File: src/tsfl_map.svh
// timing constants for the touch sensor fault lockout block
`ifndef TSFL_MAP_SVH
`define TSFL_MAP_SVH
`define TSFL_CLK_HZ 100000000
`define TSFL_SELFTEST_US 1000
`define TSFL_SELFTEST_CYC ((`TSFL_SELFTEST_US * (`TSFL_CLK_HZ / 1000000)))
`define TSFL_PULSE_US 100
`define TSFL_PULSE_CYC ((`TSFL_PULSE_US * (`TSFL_CLK_HZ / 1000000)))
`define TSFL_ECHO_US 10
`define TSFL_ECHO_CYC ((`TSFL_ECHO_US * (`TSFL_CLK_HZ / 1000000)))
`define TSFL_FLASH_MS 250
`define TSFL_FLASH_CYC ((`TSFL_FLASH_MS * (`TSFL_CLK_HZ / 1000)))
`define TSFL_BLOCK_PULSES 3
`endif

File: src/tsfl_pkg.sv
// types for the touch sensor fault lockout block
package tsfl_pkg;
    typedef enum logic [1:0] {
        TSFL_SELFTEST = 2'b00,
        TSFL_RUN = 2'b01,
        TSFL_FAULT = 2'b10
    } tsfl_state_t;
endpackage

File: src/tsfl_tick.sv
// enable pulse divider
`timescale 1ns/10ps
`default_nettype none
module tsfl_tick #(
    parameter int PERIOD = 100
) (
    input wire logic i_clock,
    input wire logic i_rst,
    input wire logic i_clear,
    output logic o_tick
);
    logic [31:0] cnt_reg;
    logic [31:0] cnt_next;

    initial
    begin
        if (PERIOD < 1)
        begin
            $error("tsfl_tick: PERIOD must be at least 1");
        end
    end

    always_comb
    begin
        if (i_clear || cnt_reg == 32'(PERIOD - 1))
        begin
            cnt_next = 32'h0;
        end
        else
        begin
            cnt_next = cnt_reg + 32'h1;
        end
    end

    always_ff @(posedge i_clock or posedge i_rst)
    begin
        if (i_rst)
        begin
            cnt_reg <= 32'h0;
        end
        else
        begin
            cnt_reg <= cnt_next;
        end
    end

    assign o_tick = !i_clear && (cnt_reg == 32'(PERIOD - 1));
endmodule
`default_nettype wire

File: src/tsfl_top.sv
// touch sensor self-test, run and fault lockout controller
`timescale 1ns/10ps
`default_nettype none
`include "tsfl_map.svh"
module tsfl_top
    import tsfl_pkg::*;
#(
    parameter int SELFTEST_CYC = `TSFL_SELFTEST_CYC,
    parameter int PULSE_CYC = `TSFL_PULSE_CYC,
    parameter int ECHO_CYC = `TSFL_ECHO_CYC,
    parameter int FLASH_CYC = `TSFL_FLASH_CYC,
    parameter int BLOCK_PULSES = `TSFL_BLOCK_PULSES
) (
    input wire logic i_clock,
    input wire logic i_rst,
    input wire logic i_rx_light,
    input wire logic i_fault_check,
    output logic o_emitter,
    output logic o_out_no,
    output logic o_out_nc,
    output logic o_led_output,
    output logic o_led_power,
    output var tsfl_pkg::tsfl_state_t o_state
);
    import tsfl_pkg::*;

    // emitter output register plus two receiver synchroniser stages
    localparam int PIPE_CYC = 3;

    initial
    begin
        if (ECHO_CYC < 1 || PULSE_CYC < 2 * (ECHO_CYC + PIPE_CYC) + 2 ||
            SELFTEST_CYC < 2 * PULSE_CYC)
        begin
            $error("tsfl_top: timing parameters inconsistent");
        end
        if (BLOCK_PULSES < 1 || BLOCK_PULSES > 255 || FLASH_CYC < 1)
        begin
            $error("tsfl_top: count parameters out of range");
        end
    end

    // synchronisers for the receiver and the check input
    logic rx_s1_reg;
    logic rx_s2_reg;
    logic chk_s1_reg;
    logic chk_s2_reg;

    always_ff @(posedge i_clock or posedge i_rst)
    begin
        if (i_rst)
        begin
            rx_s1_reg <= 1'b0;
            rx_s2_reg <= 1'b0;
            chk_s1_reg <= 1'b0;
            chk_s2_reg <= 1'b0;
        end
        else
        begin
            rx_s1_reg <= i_rx_light;
            rx_s2_reg <= rx_s1_reg;
            chk_s1_reg <= i_fault_check;
            chk_s2_reg <= chk_s1_reg;
        end
    end

    tsfl_state_t state_reg;
    tsfl_state_t state_next;
    logic [31:0] phase_reg;
    logic [31:0] phase_next;
    logic [31:0] st_cnt_reg;
    logic [31:0] st_cnt_next;
    logic seen_on_reg;
    logic seen_on_next;
    logic [7:0] miss_reg;
    logic [7:0] miss_next;
    logic blocked_reg;
    logic blocked_next;
    logic st_ok_reg;
    logic st_ok_next;
    logic flash_reg;
    logic flash_next;
    logic flash_tick;
    logic emit_on;
    logic pulse_end;
    logic echo_bad;

    tsfl_tick #(
        .PERIOD(FLASH_CYC)
    ) u_flash (
        .i_clock(i_clock),
        .i_rst(i_rst),
        .i_clear(state_reg != TSFL_FAULT),
        .o_tick(flash_tick)
    );

    // emitter on for the first half of each pulse period
    assign emit_on = phase_reg < 32'(PULSE_CYC / 2);
    assign pulse_end = phase_reg == 32'(PULSE_CYC - 1);
    // receiver seen lit while emitter dark is a mismatch (stuck receiver)
    // the window waits out our own pipeline too, else a healthy echo tail trips it
    assign echo_bad = !emit_on && phase_reg >= 32'(PULSE_CYC / 2 + ECHO_CYC + PIPE_CYC)
        && rx_s2_reg;

    always_comb
    begin
        state_next = state_reg;
        phase_next = pulse_end ? 32'h0 : phase_reg + 32'h1;
        st_cnt_next = st_cnt_reg;
        seen_on_next = seen_on_reg;
        miss_next = miss_reg;
        blocked_next = blocked_reg;
        st_ok_next = st_ok_reg;
        flash_next = flash_reg;
        if (emit_on && phase_reg >= 32'(ECHO_CYC) && rx_s2_reg)
        begin
            seen_on_next = 1'b1;
        end
        if (pulse_end)
        begin
            seen_on_next = 1'b0;
            // BLOCK_PULSES unanswered pulses in a row mean the beam is blocked
            if (seen_on_reg)
            begin
                miss_next = 8'h0;
                blocked_next = 1'b0;
            end
            else if (miss_reg != 8'(BLOCK_PULSES))
            begin
                miss_next = miss_reg + 8'h1;
                if (miss_reg == 8'(BLOCK_PULSES - 1))
                begin
                    blocked_next = 1'b1;
                end
            end
        end
        case (state_reg)
            TSFL_SELFTEST:
            begin
                // self-test demands a lit answer and no stuck receiver
                st_cnt_next = st_cnt_reg + 32'h1;
                if (pulse_end && seen_on_reg)
                begin
                    st_ok_next = 1'b1;
                end
                if (echo_bad || chk_s2_reg)
                begin
                    state_next = TSFL_FAULT;
                end
                else if (st_cnt_reg == 32'(SELFTEST_CYC - 1))
                begin
                    // pass enters run, fail locks out
                    state_next = st_ok_reg ? TSFL_RUN : TSFL_FAULT;
                end
            end
            TSFL_RUN:
            begin
                if (echo_bad || chk_s2_reg)
                begin
                    state_next = TSFL_FAULT;
                end
            end
            TSFL_FAULT:
            begin
                state_next = TSFL_FAULT;
                if (flash_tick)
                begin
                    flash_next = !flash_reg;
                end
            end
            default:
            begin
                state_next = TSFL_FAULT;
            end
        endcase
    end

    always_ff @(posedge i_clock or posedge i_rst)
    begin
        if (i_rst)
        begin
            state_reg <= TSFL_SELFTEST;
            phase_reg <= 32'h0;
            st_cnt_reg <= 32'h0;
            seen_on_reg <= 1'b0;
            miss_reg <= 8'h0;
            blocked_reg <= 1'b0;
            st_ok_reg <= 1'b0;
            flash_reg <= 1'b1;
        end
        else
        begin
            state_reg <= state_next;
            phase_reg <= phase_next;
            st_cnt_reg <= st_cnt_next;
            seen_on_reg <= seen_on_next;
            miss_reg <= miss_next;
            blocked_reg <= blocked_next;
            st_ok_reg <= st_ok_next;
            flash_reg <= flash_next;
        end
    end

    // output registers keep the pins glitch free
    logic out_no_reg;
    logic out_nc_reg;
    logic led_out_reg;
    logic emit_reg;
    logic pwr_reg;

    always_ff @(posedge i_clock or posedge i_rst)
    begin
        if (i_rst)
        begin
            out_no_reg <= 1'b0;
            out_nc_reg <= 1'b1;
            led_out_reg <= 1'b0;
            emit_reg <= 1'b0;
            pwr_reg <= 1'b0;
        end
        else
        begin
            emit_reg <= emit_on;
            pwr_reg <= 1'b1;
            // blocked beam asserts outputs, clear deasserts them
            // pair always opposite, inactive outside run
            out_no_reg <= (state_next == TSFL_RUN) && blocked_next;
            out_nc_reg <= !((state_next == TSFL_RUN) && blocked_next);
            // flashing led in the fault state
            if (state_next == TSFL_FAULT)
            begin
                led_out_reg <= flash_next;
            end
            else
            begin
                led_out_reg <= (state_next == TSFL_RUN) && blocked_next;
            end
        end
    end

    assign o_emitter = emit_reg;
    assign o_out_no = out_no_reg;
    assign o_out_nc = out_nc_reg;
    assign o_led_output = led_out_reg;
    assign o_led_power = pwr_reg;
    assign o_state = state_reg;
endmodule
`default_nettype wire

File: config.mk
export PLATFORM = sky130hd
export DESIGN_NAME = tsfl_top
export DESIGN_NICKNAME = d
export VERILOG_FILES = /design/src/tsfl_pkg.sv /design/src/tsfl_tick.sv /design/src/tsfl_top.sv
export VERILOG_INCLUDE_DIRS = /design/src /design/src/src
export SDC_FILE = /design/constraint.sdc
export NUM_CORES = 1
export LEC_CHECK = 0
export ABC_CLOCK_PERIOD_IN_PS = 11850
export BUFFER_PORTS_ARGS = -buffer_cell sky130_fd_sc_hd__buf_2
export CAP_MARGIN = 40
export CORE_ASPECT_RATIO = 1.25
export CORE_UTILIZATION = 60
export CTS_BUF_LIST = sky130_fd_sc_hd__clkbuf_4 sky130_fd_sc_hd__clkbuf_8 sky130_fd_sc_hd__clkbuf_16
export DETAILED_ROUTE_END_ITERATION = 16
export PLACE_DENSITY = 0.77
export SYNTH_ARGS = -nofsm -noshare
export SYNTH_HDL_FRONTEND = slang
export SYNTH_SLANG_ARGS = --single-unit
File: constraint.sdc
create_clock -name i_clock -period 11.85 [get_ports i_clock]
set_clock_uncertainty 0.1 [all_clocks]
set_input_delay 2.9625 -clock i_clock [delete_from_list [all_inputs] [get_ports i_clock]]
set_output_delay 2.9625 -clock i_clock [all_outputs]
set_load 0.005 [all_outputs]
==> flow_summary.json, run 1 <==
{
  "swShare_pct": 20.7,
  "area_delta_synth_final_pct": 14.1,
  "viasPerCell": 5.79,
  "wl_per_cell_um": 15.7,
  "cp-start-kind": "register",
  "grt_pass1_vias": 4084,
  "drc": 0,
  "fmax_mhz": 240,
  "die_h_um": 110,
  "fin_crit_ns": 4.17,
  "status": "finished clean",
  "final_cell_mix": "117 x dfrtp_1, 61 x nor2_1, 53 x nand3_1, 50 x xnor2_1, 41 x xor2_1",
  "pre_cts_ws_ns": 7.35,
  "post_cts_resized": 0,
  "synth_top_area_share_pct": 52.5,
  "root_buffer": "clkbuf_8",
  "yosysUniqueCellTypes": 51,
  "syn_avg_cell_area_sq_um": 10.4,
  "start_util_pct": 63.1,
  "cts_tree": "done",
  "worstSetupPathType": "reg2out",
  "required_ns": 8.79,
  "design.core.area_sq_um": 8840,
  "vias": 3980,
  "internal_power_w": 0.000797,
  "die_width_um": 88.2,
  "async_flop_share_pct": 100,
  "crit_chain": "buf_2",
  "placementRows": 38,
  "rr_startpoint": "u_flash.cnt_reg[29]",
  "synthFlopType": "dfrtp_1",
  "switchingPower_w": 0.000208,
  "grt_first_pass_wirelength_um": 18700,
  "cp.arrival_ns": 1.10,
  "end_kind": "output pin",
  "min_path_type": "reg2reg",
  "post-route-util_pct": 72.0,
  "vdd_drop_max_mv": 0.110,
  "worstSkewPairLatency_ns": 0.51,
  "combinationalPowerShare_pct": 3.8,
  "final_antenna_net_count": 0,
  "cp_top_family": "flip-flops",
  "slowest_delay_ns": 0.51,
  "p_seq_share_pct": 43.3,
  "die-area_sq_um": 9690,
  "htreeDepth": 4,
  "worstMarginPinSlew_ns": 0.724,
  "path_clk_slew_ns": 0.05,
  "drt_first_pass_iters": 4,
  "drv_cap": 0,
  "netlist_instances": 534,
  "cts.sinks": 119,
  "layout.nets": 563,
  "powerDensity_nw_per_um2": 158,
  "setup_viol": 0,
  "rr_worst_depth": 7,
  "cts_setup_buffers": 0,
  "setup-tns-final_ns": 0,
  "rsz0062_at_grt": "no",
  "gp_congestion": 0.813,
  "crit_slowest_cell": "dfstp_2",
  "r2r_end": "u_flash.cnt_reg[31]",
  "hp-start": "chk_s1_reg",
  "seq_area_frac_synth_pct": 53.4,
  "syn_area_sq_um": 5580,
  "p_clk_share_pct": 52.9,
  "numPortBuffers": 10,
  "yosys_warnings": 0,
  "finalCritPeriodShare_pct": 35.2,
  "relSlewSlack_pct": 51.7,
  "antenna_found_initial": 0,
  "routed_wirelength_um": 10800,
  "cts_buffer_depth": 2,
  "grt_usage_pct": 25.0,
  "yosys.area.top_type": "dfrtp_1",
  "setup_ws_ns": 7.68,
  "synth_seq_cells": 119,
  "p_leak_nw": 2.88,
  "whs_path_depth": 0,
  "dpl.hpwl_um": 6940,
  "syn-num-nets": 543,
  "synth_area_leaders": "dfrtp_1 53%, xnor2_1 7.9%, xor2_1 6.4%, nand3_1 4.8%, nor2_1 4.1%",
  "hold_viol": 0,
  "io_pins": 11,
  "layout_commonest_cell": "dfrtp_1",
  "drv_slew": 0,
  "path_max_fanout": 1,
  "drive_gt1_share_pct": 11.6,
  "drtIter0Drc": 217,
  "min_to": "chk_s2_reg",
  "grt_start_max_net_pins": 61,
  "synth_edf_count": 0,
  "cts-buffers-inserted": 17,
  "critPathBufInv": 1,
  "reg2reg_slack_ns": 9.15,
  "cts_hold_buf": 0,
  "grt-ovfl-total": 0,
  "antenna_cells": 0
}
cell families after synthesis:
group	share of synthesized area (%)
compound gates	3.57
xor+xnor	14.3
fa+ha+maj	1.12
buf+inv	1.62
flops	53.4
mux	0.202
other cells	0.0672
simple gates	25.7
area by class of cell:
cell class / count / area, sq um
fill: 648 / 2480
sequential: 119 / 2980
tap: 120 / 150
inverter: 9 / 36.3
clock buffer: 23 / 472
multi-input combinational: 395 / 2510
clock inverter: 9 / 148
timing repair buffer: 12 / 72.6
metrics by stage:
| stage | hold WS (ns) | cells | cell area (sq um) | total power, W |
|---|---|---|---|---|
| floorplan | 0.231 | 534 | 5580 | 0.000469 |
| global placement | 0.236 | 654 | 5730 | 0.000478 |
| detailed placement | 0.252 | 655 | 5750 | 0.000481 |
| CTS | 0.263 | 687 | 6360 | 0.00101 |
| global route | 0.264 | 687 | 6360 | 0.00104 |
| finish | 0.255 | 687 | 6360 | 0.00101 |
synthesized netlist by cell type (3+ instances only):
cell type	n
dfrtp_1	117
nor2_1	61
nand3_1	53
xnor2_1	50
xor2_1	41
nand2_1	40
nand4_1	19
and3_1	18
nor3_1	17
nor4_1	12
o21ai_0	12
a21oi_1	9
inv_1	9
and4_1	8
buf_2	6
ha_1	5
and2_1	4
clkbuf_1	4
nor4_2	3
or2_2	3
or3_1	3
or4_1	3
layer usage:
layer | track usage [%] | part of all wire [%]
met1 | 30.5 | 43
met2 | 42.7 | 52
met3 | 5.93 | 3.3
met4 | 9.79 | 1.5
met5 | 0 | 0
worst max path at each step:
stage / start / to / slack [ns] / depth (start not counted)
2_1_floorplan: i_rst / blocked_reg / 5.63 / 1
3_3_place_gp: i_rst / phase_reg[7] / 7.38 / 3
3_5_place_dp: i_rst / phase_reg[26] / 7.35 / 3
4_1_cts: o_out_nc / o_out_nc / 7.65 / 1
5_1_grt: o_state[0] / o_state[0] / 7.60 / 1
6_report: o_out_nc / o_out_nc / 7.68 / 1
power groups by stage:
| stage | Clock [W] | Combinational [W] | Sequential (W) |
|---|---|---|---|
| 6_report | 0.000531 | 0.0000384 | 0.000436 |
| 5_1_grt | 0.000555 | 0.0000452 | 0.000437 |
| 4_1_cts | 0.000539 | 0.0000395 | 0.000435 |
| 3_5_place_dp | 0 | 0.0000388 | 0.000442 |
| 3_3_place_gp | 0 | 0.0000371 | 0.000441 |
| 2_1_floorplan | 0 | 0.0000310 | 0.000438 |
No activity file was read; power rests on OpenSTA's default activity.
==> inputs of run 2 (changes only) <==
--- a/config.mk
+++ b/config.mk
@@ -6,7 +6,7 @@
 export SDC_FILE = /design/constraint.sdc
 export NUM_CORES = 1
 export LEC_CHECK = 0
-export ABC_CLOCK_PERIOD_IN_PS = 11850
+export ABC_CLOCK_PERIOD_IN_PS = 4300
 export BUFFER_PORTS_ARGS = -buffer_cell sky130_fd_sc_hd__buf_2
 export CAP_MARGIN = 40
 export CORE_ASPECT_RATIO = 1.25
==> constraint.sdc (replaced) <==
create_clock -name i_clock -period 4.3 [get_ports i_clock]
set_clock_uncertainty 0.1 [all_clocks]
set_input_delay 1.075 -clock i_clock [delete_from_list [all_inputs] [get_ports i_clock]]
set_output_delay 1.075 -clock i_clock [all_outputs]
set_load 0.005 [all_outputs]
==> run 2 against run 1 <==
  * Count of clock-buffer cells in the layout down 6
  * Design area up 0.22%
  * Global-route usage up 0.63 points
  * Via count up 1.6%
  * Final cell count unchanged
  * Combinational power rose to 2.9 times the previous value
  * Core utilization up 0.16 points
  * Critical path depth up 5
  * Sequential cell count unchanged
  * Hold slack worse by 0.00098 ns
  * First-iteration DRC count up 17%
  * Sequential share of layout area down 0.10 points
  * Largest power group unchanged
  * Highest routed layer unchanged
==> flow_summary.json, run 2 (synthesis gave the netlist of run 1 again) <==
{
  "required_ns": 4.65,
  "r2r_end": "miss_reg[3]",
  "p_clk_share_pct": 52.5,
  "switchingPower_w": 0.000614,
  "drv_slew": 0,
  "whs_path_depth": 0,
  "numPortBuffers": 10,
  "cts_hold_buf": 0,
  "cts_tree": "done",
  "io_pins": 11,
  "powerDensity_nw_per_um2": 433,
  "drt_first_pass_iters": 5,
  "grtUsageMet3_pct": 6.68,
  "grt_pass1_vias": 4134,
  "htreeDepth": 4,
  "swShare_pct": 22.3,
  "fin_crit_ns": 2.67,
  "final_antenna_net_count": 0,
  "path_max_fanout": 12,
  "p_leak_nw": 2.86,
  "antenna_cells": 0,
  "fin_area_sq_um": 6380,
  "status": "finished clean",
  "setup_viol": 0,
  "viasPerCell": 5.88,
  "die-area_sq_um": 9690,
  "drtIter0Drc": 253,
  "grt_busiest_layer": "met2",
  "antenna_found_initial": 0,
  "wl_per_cell_um": 16.2,
  "setup-tns-final_ns": 0,
  "dpl.hpwl_um": 7100,
  "finalCritPeriodShare_pct": 62.1,
  "drive_gt1_share_pct": 11.6,
  "cp-start-kind": "register",
  "hold_ws_ns": 0.254,
  "grt_usage_pct": 25.7,
  "drv_cap": 0,
  "worstSkewPairLatency_ns": 0.51,
  "place_inst": 655,
  "placed_cell_area_sq_um": 5760,
  "start_util_pct": 63.1,
  "grt-ovfl-total": 0,
  "hold_viol": 0,
  "cp.arrival_ns": 3.02,
  "final_cells": 687,
  "area_delta_synth_final_pct": 14.4,
  "combinationalPowerShare_pct": 4.0,
  "min_to": "chk_s2_reg",
  "path_clk_slew_ns": 0.06,
  "p_seq_share_pct": 43.5,
  "layout.nets": 563,
  "grt_start_max_net_pins": 120,
  "routed_wirelength_um": 11200,
  "gr-usage-met1_pct": 29.8,
  "placementRows": 38,
  "cts.sinks": 119,
  "cts_buffer_depth": 2,
  "vias": 4042,
  "relSlewSlack_pct": 54.8,
  "die_h_um": 110,
  "vdd_drop_max_mv": 0.314,
  "die_width_um": 88.2,
  "design.core.area_sq_um": 8840,
  "grt_first_pass_wirelength_um": 18800,
  "root_buffer": "clkbuf_8",
  "layout_commonest_cell": "dfrtp_1",
  "rr_startpoint": "phase_reg[7]",
  "met2_usage_pct": 44.3,
  "end_kind": "register",
  "fmax_mhz": 375,
  "gp_congestion": 0.859,
  "fillers": 640,
  "cts_setup_buffers": 0,
  "final_cell_mix": "117 x dfrtp_1, 61 x nor2_1, 53 x nand3_1, 50 x xnor2_1, 41 x xor2_1",
  "hp-start": "chk_s1_reg",
  "post_cts_resized": 0,
  "rr_worst_depth": 6,
  "reg2reg_slack_ns": 1.63,
  "drc": 0,
  "worstMarginPinSlew_ns": 0.672,
  "min_path_type": "reg2reg",
  "cts-buffers-inserted": 17,
  "worstSetupPathType": "reg2reg",
  "internal_power_w": 0.00215,
  "rsz0062_at_grt": "no",
  "cp-startpoint": "phase_reg[7]"
}
==> run 2: cell types whose count changed in the layout (fill, tap and decap cells not counted), moves of 2 or more <==
cell | before | now
clkinvlp_4 | 1 | 7
clkbuf_4 | 4 | 0
clkinv_4 | 0 | 4
clkinv_2 | 4 | 1
clkbuf_8 | 3 | 1
==> run 2: routing by layer <==
metal	routed length (um)	part of all wire, %
met5	0	0
met4	250	2.2
met3	371	3.3
met2	5850	52
met1	4680	42
==> run 2: through the flow <==
step	power [W]	util, %	worst slack (ns)
2_1_floorplan	0.00129	-	1.67
3_3_place_gp	0.00132	65.0	1.57
3_5_place_dp	0.00133	65.1	1.68
4_1_cts	0.00278	72.1	1.66
5_1_grt	0.00285	72.1	1.49
6_report	0.00276	72.1	1.63
==> run 2: power by group through the flow <==
| stage | sequential (W) | combinational [W] | clock [W] |
|---|---|---|---|
| after global placement | 0.00122 | 0.000107 | 0 |
| final | 0.00120 | 0.000111 | 0.00145 |
| after CTS | 0.00120 | 0.000113 | 0.00147 |
| after detailed placement | 0.00122 | 0.000109 | 0 |
| after global routing | 0.00121 | 0.000129 | 0.00152 |
| after floorplan | 0.00121 | 0.0000856 | 0 |
==> run 2: area by class of cell <==
class	instances	area [sq um]	share of cell area [%]
Sequential cell	119	2980	46.7
Clock buffer	17	414	6.49
Clock inverter	15	205	3.22
Inverter	9	37.5	0.588
Tap cell	120	150	2.35
Timing Repair Buffer	12	85.1	1.33
Multi-Input combinational cell	395	2510	39.3
==> run 2: how the worst max path moves through the flow <==
stage / endpoint
after global placement: u_flash.cnt_reg[14]
after floorplan: blocked_reg
after global routing: st_cnt_reg[30]
final: miss_reg[3]
after CTS: miss_reg[3]
after detailed placement: u_flash.cnt_reg[8]
==> run 2: worst max-delay path, cell delays in order, from the launching register on <==
cell,delay (ns)
dfrtp_1,0.45
or4b_1,0.59
nor4_2,0.33
nand3_1,0.40
or3_1,0.48
a21oi_1,0.16
a21o_1,0.10
